$ cat src/common/latc_pkg.sv
package latc_pkg;

   // ************************************************************
   // Register map
   // ************************************************************
   localparam logic [7:0] ADDR_ACQ_TRK_CTRL = 8'h17;
   localparam logic [7:0] ADDR_HALT = 8'h18;
   localparam logic [7:0] ADDR_RESTART = 8'h19;
   localparam logic [7:0] ADDR_STATUS = 8'h1a;
   localparam logic [31:0] CTRL_RESET = 32'h0000_0000;
   localparam logic [15:0] CTRL_WRITE_MASK = 16'h7ffd;

   // Field positions of the control word.
   localparam int FL_EN_BIT = 14;
   localparam int SWEEP_MODE_BIT = 13;
   localparam int VERIFY_LSB = 9;
   localparam int FL_SWEEP_LSB = 5;
   localparam int LD_CTRL_BIT = 4;
   localparam int PARAM_SEL_BIT = 3;
   localparam int UP_LOCK_BIT = 2;
   localparam int UP_SWEEP_BIT = 0;
   localparam int FIELD_W = 4;

   // ************************************************************
   // Types
   // ************************************************************
   typedef enum logic [4:0] {
      ST_ACQ = 5'h01,
      ST_VERIFY = 5'h02,
      ST_LOCKED = 5'h04,
      ST_FALSE = 5'h08,
      ST_HALTED = 5'h10
   } latc_state_t;

   typedef struct packed {
      logic fl_en;
      logic sweep_cont;
      logic [3:0] verify_len;
      logic [3:0] fl_sweep;
      logic sm_ctrl;
      logic acq_params;
      logic up_lock;
      logic up_sweep;
   } latc_cfg_t;

   typedef struct packed {
      logic int_end;
      logic lock_ovf;
      logic false_ovf;
      logic lf_compute;
   } latc_evt_t;

   typedef struct packed {
      logic acq_params;
      logic sweep_en;
      logic lock;
      logic accum_run;
      logic halted;
   } latc_ctl_t;

   localparam logic [3:0] ZERO4 = 4'h0;
   localparam logic [3:0] ONE4 = 4'h1;

   function automatic latc_cfg_t decode_cfg(input logic [31:0] w);
      latc_cfg_t c;
      c.fl_en = w[FL_EN_BIT];
      c.sweep_cont = w[SWEEP_MODE_BIT];
      c.verify_len = w[VERIFY_LSB +: FIELD_W];
      c.fl_sweep = w[FL_SWEEP_LSB +: FIELD_W];
      c.sm_ctrl = w[LD_CTRL_BIT];
      c.acq_params = w[PARAM_SEL_BIT];
      c.up_lock = w[UP_LOCK_BIT];
      c.up_sweep = w[UP_SWEEP_BIT];
      return c;
   endfunction

endpackage

$ cat src/rtl/latc_ctrl_reg.sv
`timescale 1ns/1ps
// ************************************************************
// Control word register with strobe decode
// ************************************************************
module latc_ctrl_reg (
   input wire logic MCLK_I,
   input wire logic RST_I,
   input wire logic [7:0] addr_i,
   input wire logic [31:0] wdata_i,
   input wire logic wr_i,
   output logic [31:0] ctrl_o,
   output logic halt_o,
   output logic restart_o
);
   typedef struct packed {
      logic [31:0] ctrl;
      logic halt;
      logic restart;
   } latc_reg_st_t;

   latc_reg_st_t s_q;
   latc_reg_st_t s_d;

   always_comb begin
      s_d = s_q;
      s_d.halt = 1'b0;
      s_d.restart = 1'b0;
      if (wr_i) begin
         unique case (addr_i)
            latc_pkg::ADDR_ACQ_TRK_CTRL: begin
               // Bits 31-16 are unused and read back as zero.
               s_d.ctrl = {16'h0000, wdata_i[15:0]};
            end
            latc_pkg::ADDR_HALT: begin
               s_d.halt = 1'b1;
            end
            latc_pkg::ADDR_RESTART: begin
               s_d.restart = 1'b1;
            end
            default: begin
            end
         endcase
      end
   end

   always_ff @(posedge MCLK_I or posedge RST_I) begin
      if (RST_I) begin
         s_q <= '{ctrl: latc_pkg::CTRL_RESET, halt: 1'b0, restart: 1'b0};
      end else begin
         s_q <= s_d;
      end
   end

   assign ctrl_o = s_q.ctrl;
   assign halt_o = s_q.halt;
   assign restart_o = s_q.restart;
endmodule // latc_ctrl_reg

$ cat src/rtl/latc_top.sv
`timescale 1ns/1ps
// Notes on behaviour
// - False lock detection acts in verify state only when its enable bit is set.
// - Enabled false lock overflow before integration end forces the false lock state.
// - Disabled false lock detection: overflow has no effect on the state machine.
// - Sweep mode bit: 0 stepped sweep, 1 continuous sweep.
// - Verify length sets 0 to 15 integration periods of lock before locked.
// - Continuous mode: false lock sweep counts integration cycles before reacquiring.
// - Stepped mode: false lock sweep counts loop filter computes with sweep enabled.
// - Control bit: 0 processor control, 1 internal state machine control.
// - Processor control: integrate full period, ignore accumulator rollover.
// - Processor control: accumulator stops each period until processor restarts it.
// - Parameter select bit: 0 tracking set, 1 acquisition set.
// - Processor lock bit drives the status lock bit directly.
// - Switching to state machine control enters locked if processor lock is set.
// - Processor sweep enable gates sweep output into the symbol loop lag path.
// - Processor sweep enable is ignored under state machine control.
// - Restart strobe write restarts the lock detector after it has halted.
module latc_top (
   input wire logic MCLK_I,
   input wire logic RST_I,
   input wire logic [7:0] ADDR_I,
   input wire logic [31:0] WDATA_I,
   input wire logic WR_I,
   input wire logic RD_I,
   output logic [31:0] RDATA_O,
   input wire logic INT_END_I,
   input wire logic LOCK_OVF_I,
   input wire logic FALSE_OVF_I,
   input wire logic LF_COMPUTE_I,
   output logic ACQ_PARAMS_O,
   output logic SWEEP_EN_O,
   output logic SWEEP_CONT_O,
   output logic ROLLOVER_IGNORE_O,
   output logic ACCUM_RUN_O,
   output logic LOCK_STATUS_O,
   output logic HALTED_O,
   output logic [4:0] STATE_O
);

   // ************************************************************
   // Register file
   // ************************************************************
   logic [31:0] ctrl_w;
   logic halt_w;
   logic restart_w;

   latc_ctrl_reg u_reg (
      .MCLK_I(MCLK_I),
      .RST_I(RST_I),
      .addr_i(ADDR_I),
      .wdata_i(WDATA_I),
      .wr_i(WR_I),
      .ctrl_o(ctrl_w),
      .halt_o(halt_w),
      .restart_o(restart_w)
   );

   latc_pkg::latc_cfg_t cfg;
   latc_pkg::latc_evt_t ev;

   always_comb begin
      cfg = latc_pkg::decode_cfg(ctrl_w);
      ev = '{int_end: INT_END_I, lock_ovf: LOCK_OVF_I, false_ovf: FALSE_OVF_I,
             lf_compute: LF_COMPUTE_I};
   end

   // ************************************************************
   // State
   // ************************************************************
   typedef struct packed {
      latc_pkg::latc_state_t st;
      logic [3:0] cnt;
      logic sweep_active;
      logic prev_sm;
      logic up_wait;
      logic halt_req;
      logic [31:0] rdata;
      latc_pkg::latc_ctl_t out;
   } latc_top_st_t;

   latc_top_st_t s_q;
   latc_top_st_t s_d;

   // Stepped sweep decrements on each loop filter compute, continuous on each period end.
   function automatic logic sweep_tick(input logic cont, input latc_pkg::latc_evt_t e);
      return cont ? e.int_end : e.lf_compute;
   endfunction

   always_comb begin
      s_d = s_q;
      s_d.prev_sm = cfg.sm_ctrl;
      if (halt_w) begin
         s_d.halt_req = 1'b1;
      end

      if (!cfg.sm_ctrl) begin
         if (ev.int_end) begin
            s_d.up_wait = 1'b1;
         end
         if (restart_w) begin
            s_d.up_wait = 1'b0;
         end
         s_d.st = latc_pkg::ST_ACQ;
         s_d.cnt = latc_pkg::ZERO4;
         s_d.sweep_active = 1'b0;
         s_d.halt_req = 1'b0;
      end else if (!s_q.prev_sm) begin
         s_d.st = cfg.up_lock ? latc_pkg::ST_LOCKED : latc_pkg::ST_ACQ;
         s_d.cnt = latc_pkg::ZERO4;
         s_d.up_wait = 1'b0;
      end else begin
         unique case (s_q.st)
            latc_pkg::ST_ACQ: begin
               if (s_q.halt_req && ev.int_end) begin
                  s_d.st = latc_pkg::ST_HALTED;
                  s_d.halt_req = 1'b0;
               end else if (ev.lock_ovf) begin
                  if (cfg.verify_len == latc_pkg::ZERO4) begin
                     s_d.st = latc_pkg::ST_LOCKED;
                  end else begin
                     s_d.st = latc_pkg::ST_VERIFY;
                     s_d.cnt = cfg.verify_len;
                  end
               end
            end
            latc_pkg::ST_VERIFY: begin
               if (cfg.fl_en && ev.false_ovf && !ev.int_end) begin
                  s_d.st = latc_pkg::ST_FALSE;
                  s_d.cnt = cfg.fl_sweep;
                  s_d.sweep_active = 1'b1;
               end else if (ev.int_end) begin
                  if (!ev.lock_ovf) begin
                     s_d.st = latc_pkg::ST_ACQ;
                     s_d.cnt = latc_pkg::ZERO4;
                  end else if (s_q.cnt == latc_pkg::ONE4) begin
                     s_d.st = latc_pkg::ST_LOCKED;
                     s_d.cnt = latc_pkg::ZERO4;
                  end else begin
                     s_d.cnt = s_q.cnt - latc_pkg::ONE4;
                  end
               end
            end
            latc_pkg::ST_LOCKED: begin
               if (s_q.halt_req && ev.int_end) begin
                  s_d.st = latc_pkg::ST_HALTED;
                  s_d.halt_req = 1'b0;
               end else if (ev.int_end && !ev.lock_ovf) begin
                  s_d.st = latc_pkg::ST_ACQ;
               end
            end
            latc_pkg::ST_FALSE: begin
               if (s_q.cnt == latc_pkg::ZERO4) begin
                  s_d.st = latc_pkg::ST_ACQ;
                  s_d.sweep_active = 1'b0;
               end else if (sweep_tick(cfg.sweep_cont, ev)) begin
                  s_d.cnt = s_q.cnt - latc_pkg::ONE4;
               end
            end
            latc_pkg::ST_HALTED: begin
               if (restart_w) begin
                  s_d.st = latc_pkg::ST_ACQ;
               end
            end
            default: begin
               s_d.st = latc_pkg::ST_ACQ;
            end
         endcase
      end

      s_d.out.acq_params = cfg.sm_ctrl ? (s_d.st != latc_pkg::ST_LOCKED) : cfg.acq_params;
      s_d.out.sweep_en = cfg.sm_ctrl ? s_d.sweep_active : cfg.up_sweep;
      s_d.out.lock = cfg.sm_ctrl ? (s_d.st == latc_pkg::ST_LOCKED) : cfg.up_lock;
      s_d.out.accum_run = cfg.sm_ctrl ? (s_d.st != latc_pkg::ST_HALTED) : !s_d.up_wait;
      s_d.out.halted = cfg.sm_ctrl ? (s_d.st == latc_pkg::ST_HALTED) : s_d.up_wait;

      s_d.rdata = 32'h0000_0000;
      if (RD_I) begin
         unique case (ADDR_I)
            latc_pkg::ADDR_ACQ_TRK_CTRL: s_d.rdata = ctrl_w;
            latc_pkg::ADDR_STATUS: s_d.rdata = {24'h00_0000, s_q.out.halted, s_q.out.lock,
                                                1'b0, s_q.st};
            default: s_d.rdata = 32'h0000_0000;
         endcase
      end
   end

   always_ff @(posedge MCLK_I or posedge RST_I) begin
      if (RST_I) begin
         s_q <= '{st: latc_pkg::ST_ACQ, cnt: 4'h0, sweep_active: 1'b0, prev_sm: 1'b0,
                  up_wait: 1'b0, halt_req: 1'b0, rdata: 32'h0000_0000,
                  out: '{acq_params: 1'b0, sweep_en: 1'b0, lock: 1'b0, accum_run: 1'b1,
                         halted: 1'b0}};
      end else begin
         s_q <= s_d;
      end
   end

   // ************************************************************
   // Outputs
   // ************************************************************
   assign RDATA_O = s_q.rdata;
   assign ACQ_PARAMS_O = s_q.out.acq_params;
   assign SWEEP_EN_O = s_q.out.sweep_en;
   assign SWEEP_CONT_O = ctrl_w[latc_pkg::SWEEP_MODE_BIT];
   assign ROLLOVER_IGNORE_O = ~ctrl_w[latc_pkg::LD_CTRL_BIT];
   assign ACCUM_RUN_O = s_q.out.accum_run;
   assign LOCK_STATUS_O = s_q.out.lock;
   assign HALTED_O = s_q.out.halted;
   assign STATE_O = s_q.st;

endmodule // latc_top
$ cat config.mk
export PLATFORM = sky130hd
export DESIGN_NAME = latc_top
export DESIGN_NICKNAME = d
export VERILOG_FILES = /design/src/common/latc_pkg.sv /design/src/rtl/latc_ctrl_reg.sv /design/src/rtl/latc_top.sv
export SDC_FILE = /design/constraint.sdc
export NUM_CORES = 1
export LEC_CHECK = 0
export ABC_AREA = 1
export BUFFER_PORTS_ARGS = -buffer_cell sky130_fd_sc_hd__clkbuf_2
export CORE_ASPECT_RATIO = 0.8
export CORE_UTILIZATION = 30
export CTS_BUF_LIST = sky130_fd_sc_hd__clkbuf_8 sky130_fd_sc_hd__clkbuf_16
export DETAILED_ROUTE_END_ITERATION = 8
export SKIP_LAST_GASP = 1
export SLEW_MARGIN = 30
export SYNTH_ARGS = -nofsm -noshare
export SYNTH_HDL_FRONTEND = slang
export SYNTH_SLANG_ARGS = --single-unit
export TNS_END_PERCENT = 30
$ cat constraint.sdc
create_clock -name MCLK_I -period 3.1 [get_ports MCLK_I]
set_input_delay 0.62 -clock MCLK_I [delete_from_list [all_inputs] [get_ports MCLK_I]]
set_output_delay 0.62 -clock MCLK_I [all_outputs]
set_load 0.1 [all_outputs]
## After elaboration in Yosys (flattened, before gate mapping)

Index checks and enable logic that the tools add are counted.

- Add/subtract/negate cells: 1
- Multiply operators: 0
- Div/mod/pow operators: 0
- Magnitude comparators: 0
- Equality and inequality tests: 21
- Shift operators: 0
- Muxes and demuxes: 44
- Bitwise logic cells: 1
- Reduce and logical (&&, ||, !) cells: 12

Operator list:

| kind | number |
|---|---|
| 2-to-1 mux 9 bit | 5 |
| equality test 8 x 5 -> 1 bit, second input constant | 4 |
| case mux 16 bit (2 select lines) | 1 |
| 2-to-1 mux 5 bit | 6 |
| case mux 5 bit (5 select lines) | 1 |
| 2-to-1 mux 4 bit | 5 |
| inequality test 4 bit, second input constant | 5 |
| 2-to-1 mux 1 bit | 18 |
| 2-to-1 mux 16 bit | 1 |
| inequality test 5 bit, second input constant | 3 |
| case mux 4 bit (3 select lines) | 1 |
| equality test 5 x 3 -> 1 bit, second input constant | 2 |
| equality test 5 bit, second input constant | 2 |
| 2-to-1 mux 10 bit | 1 |
| logical NOT 4 bit | 2 |
| AND reduction 7 bit | 1 |
| 2-to-1 mux 3 bit | 2 |
| equality test 5 x 1 -> 1 bit, second input constant | 1 |
| equality test 5 x 2 -> 1 bit, second input constant | 1 |
| equality test 5 x 4 -> 1 bit, second input constant | 1 |
| inequality test 5 x 3 -> 1 bit, second input constant | 1 |
| equality test 4 x 1 -> 1 bit, second input constant | 1 |
| logical AND 1 bit | 4 |
| 2-to-1 mux 2 bit | 2 |
| 6 further kinds | 8 |

- Register bits: 68
- Latch bits: 0
- Memory bits (writable): 0
- Bits in read-only memories: 0
- Input port bits: 48
- Output and inout bits: 44
- Logic and storage cells: 94
- Memories kept: 0

## Depth between registers and ports, before layout

- Depth in word-level cells: 10
- Gate-level depth with buffers: 12
- Gate-level depth less buffers: 12

## Hierarchy

From an unflattened synthesis, not the netlist that was laid out.

- Cells, all modules: 448
- Area total of the unflattened synthesis: 3,702.3 um^2

By module, submodules not included:

| module | times used | cells each | area each (um^2) | seq. area each (um^2) |
|---|---|---|---|---|
| latc_top | 1 | 343 | 2,786.4 | 1,253.7 |
| latc_ctrl_reg | 1 | 105 | 915.9 | 450.4 |

## Worst setup path before layout

No wires, ideal clock.

- Path kind: register to output
- Start point: reg u_reg.s_q, in the netlist u_reg.ctrl_o[4]
- End point: out ROLLOVER_IGNORE_O
- Arrival time: 1.137 ns
- Data required time: 2.480 ns
- Setup slack: 1.343 ns
- Cell stages (with the launch flop): 3
- Buffers on the path: 1
- Cells stage by stage: dfrtp_1 buf_2 inv_1

- Cells in the longest elaborated chain, start to end: 1

Ends and longest elaborated chain:

| what | RTL line | source |
|---|---|---|
| start, declared | latc_ctrl_reg.sv:21 | `latc_reg_st_t s_q;` |
| start signal, assigned | latc_ctrl_reg.sv:48 | `s_q <= '{ctrl: latc_pkg::CTRL_RESET, halt: 1'b0, restart: 1'b0};` |
| NOT 1 bit | latc_top.sv:206 | `assign ROLLOVER_IGNORE_O = ~ctrl_w[latc_pkg::LD_CTRL_BIT];` |
| end, declared | latc_top.sv:34 | `output logic ROLLOVER_IGNORE_O,` |

Every way passes these cells.

## Worst setup path in the final report

Same ends and word-level chain as after synthesis.

==> summary.md <==
| Metric | Value |
|---|---|
| Outcome | `finished with violations` |
| Violated checks | `DRC` |
| CTS HTree Levels | `2` |
| Layout Nets | `456` |
| # diodes | `0` |
| Fmax | `0.483 GHz` |
| Fraction of layout cells with a size suffix above 1 | `0.227` |
| Mean Syn Cell Area | `7.94 µm²` |
| CP startpoint | `u_reg.ctrl_o[4]` |
| Pwr dens | `491 nW/µm²` |
| Top delay family on crit path | `buffers and inverters` |
| Clock transition at the registers of the reported paths | `0.06 ns` |
| FF-to-FF Start | `STATE_O[0]` |
| Final setup viols | `0` |
| Rel. slew slack | `0.604` |
| # clock sinks | `52` |
| IO Count | `92` |
| Distinct cells, synth | `33` |
| Max_cap viols | `0` |
| Clk_skew | `0.00532 ns` |
| TNS Setup | `0 ns` |
| Gate Count Post-Synth | `365` |
| Post-place setup slack | `1.02 ns` |
| Slew Viols, Final | `0` |
| Peak supply drop | `0.239 mV` |
| CTS tree | `built` |
| Crit-path cells | `inv_1 -> clkbuf_2` |
| Critical setup path kind | `reg2out` |
| ANT nets after route | `0` |
| IO Port Bufs | `59` |
| RSZ-0062 raised after global routing | `false` |
| Design Area, Final | `3280 µm²` |
| CTS max path bufs | `2` |
| Synth top area cells | `dfrtp_1 43%, nand2_1 10%, buf_4 9.6%` |
| Vias in the first global route | `2099` |
| Cell Rows | `31` |
| CP max-delay cell | `dfrtp_1` |
| RePlAce Congestion | `0.870` |
| Initial core utilization | `0.314` |
| Crit. End Element | `output port` |
| Crit-path max cell delay | `0.51 ns` |
| Worst path buffer plus inverter count | `2` |
| Commonest non-fill, non-tap cells in the layout | `78 x nand2_1, 60 x inv_1, 59 x clkbuf_2` |
| CP required | `2.48 ns` |
| DR DRC count | `4` |
| Area Growth Syn to Fin | `13.0%` |
| Final WS setup | `1.03 ns` |
| First-pass DRT Iterations | `6` |
| Crit path time final | `2.07 ns` |
| Hold buffers post-CTS | `0` |
| Initial antenna violation count | `0` |
| Core Box Area | `9230 µm²` |
| Post-synthesis sequential area ratio | `0.450` |
| Cts bufs inserted | `5` |
| Die area | `10100 µm²` |
| Crit Path Max Fanout | `10` |
| Final Hold Viols | `0` |
| Skew-Pair Late Insertion Delay | `0.29 ns` |
| Commonest non-fill, non-tap cell in the layout | `nand2_1` |
| # resized after CTS | `0` |
| Class of the worst hold path | `in2async` |
| GRT overflow | `0` |
| Startpoint types | `register` |
| Dpl hpwl | `5100 µm` |
| Setup Buffers After CTS | `0` |
| Routed length per instance | `12.3 µm` |
| First-pass GRT wire length | `10600 µm` |
| Dpl cell area | `3090 µm²` |
| Worst-Margin Slew | `0.593 ns` |
| Worst Path Arrival | `1.45 ns` |
| Synth warnings | `0` |
| Seq cells post-synth | `52` |
| Post-synth top area cell | `dfrtp_1` |
| Final period utilization | `0.668` |
| Final hold slack | `0.374 ns` |
| Chip height | `89.9 µm` |
| Fillers | `985` |
| P_leak | `1.75 nW` |
| Chip Width | `112 µm` |
| Root buffer cell | `clkbuf_16` |
| Wirelength, routed | `6390 µm` |
| DR vias/cell | `4.38` |
| Total track usage | `0.138` |
| Synth Cell Area | `2900 µm²` |
| Post-synth top area share | `0.432` |
| Drt initial violations | `131` |
| Largest net degree at the start of global routing | `33` |
| DR vias | `2282` |
worst reg2reg max path, stage by stage, from the launching register on:
cell and delay (ns):
dfstp_2 0.59, inv_2 0.08, nor2_1 0.13, nand4_1 0.16
o21ai_2 0.20, nand3_4 0.13, nor2_4 0.11, nand2_1 0.06
nand2_1 0.05
through the flow:
stage,utilization,cells,total power [mW]
CTS,0.355,521,1.63
detailed placement,0.335,513,0.958
global route,0.355,521,1.68
global placement,0.335,513,0.956
floorplan,-,380,0.923
finish,0.355,521,1.61
layer usage:
metal | part of all wire | track usage | routed length, µm | vias up
met5 | 0 | 0 | 0 | -
met4 | 0.015 | 0.0507 | 93 | 0
met3 | 0.080 | 0.0324 | 511 | 6
met2 | 0.42 | 0.195 | 2660 | 66
met1 | 0.49 | 0.204 | 3120 | 1048
li1 | - | - | - | 1162
cells by family after synthesis:
family,synth area share
other,0.00129
AND/OR/NAND/NOR,0.252
adder cells (fa/ha/maj),0.0129
XOR/XNOR,0.00604
buffers and inverters,0.192
AO/OA/AOI/OAI,0.0863
flip-flops,0.450
where the power goes:
group / internal (mW) / switching, mW
clock: 0.425 / 0.242
combinational: 0.0383 / 0.194
sequential: 0.696 / 0.0140
path summary, 6_finish.rpt:
| path | endpoint | slack, ns | depth (start not counted) |
|---|---|---|---|
| worst max-delay path | ROLLOVER_IGNORE_O | 1.03 | 2 |
| worst min-delay path | u_reg.ctrl_o[2] | 0.37 | 2 |
| worst max register to register | s_q[44] | 1.54 | 8 |
| worst min register to register | s_q[38] | 0.49 | 2 |
| max in group asynchronous | s_q[40] | 1.95 | 3 |
| min in group MCLK_I | s_q[38] | 0.49 | 2 |
registers in the layout, summed over array words and instances, names as in the netlist:
name,count
ACCUM_RUN_O,1
ACQ_PARAMS_O,1
HALTED_O,1
LOCK_STATUS_O,1
RDATA_O,16
STATE_O,5
SWEEP_EN_O,1
s_q,8
u_reg.ctrl_o,16
u_reg.halt_o,1
u_reg.restart_o,1
cells in the mapped netlist:
library cell / instances
buf_6: 1
nor4_4: 1
xnor2_1: 1
a21oi_1: 8
o21ai_0: 11
nand4_1: 5
nand2_2: 5
a31oi_1: 1
nand3b_1: 2
buf_2: 4
nor2_4: 5
clkinv_1: 1
nor3_1: 3
nand2_1: 78
inv_2: 4
o21ai_1: 16
nand3_4: 1
o21bai_1: 1
dfrtp_1: 50
conb_1: 1
ha_1: 3
o31ai_1: 2
nand3_1: 25
nor2_1: 26
nor2_2: 1
o22ai_2: 1
o22ai_1: 4
o21ai_2: 1
inv_1: 61
dfstp_2: 2
xor2_1: 1
nand3_2: 2
buf_4: 37
layout make-up:
| class | instances | area (µm²) | share of cell area |
|---|---|---|---|
| Sequential cell | 52 | 1300 | 0.398 |
| Tap cell | 115 | 144 | 0.0439 |
| Multi-Input combinational cell | 220 | 1090 | 0.334 |
| Timing Repair Buffer | 60 | 303 | 0.0924 |
| Inverter | 66 | 248 | 0.0756 |
| Clock inverter | 1 | 30.0 | 0.00917 |
| Clock buffer | 7 | 153 | 0.0466 |
No activity file was read; power rests on OpenSTA's default activity.
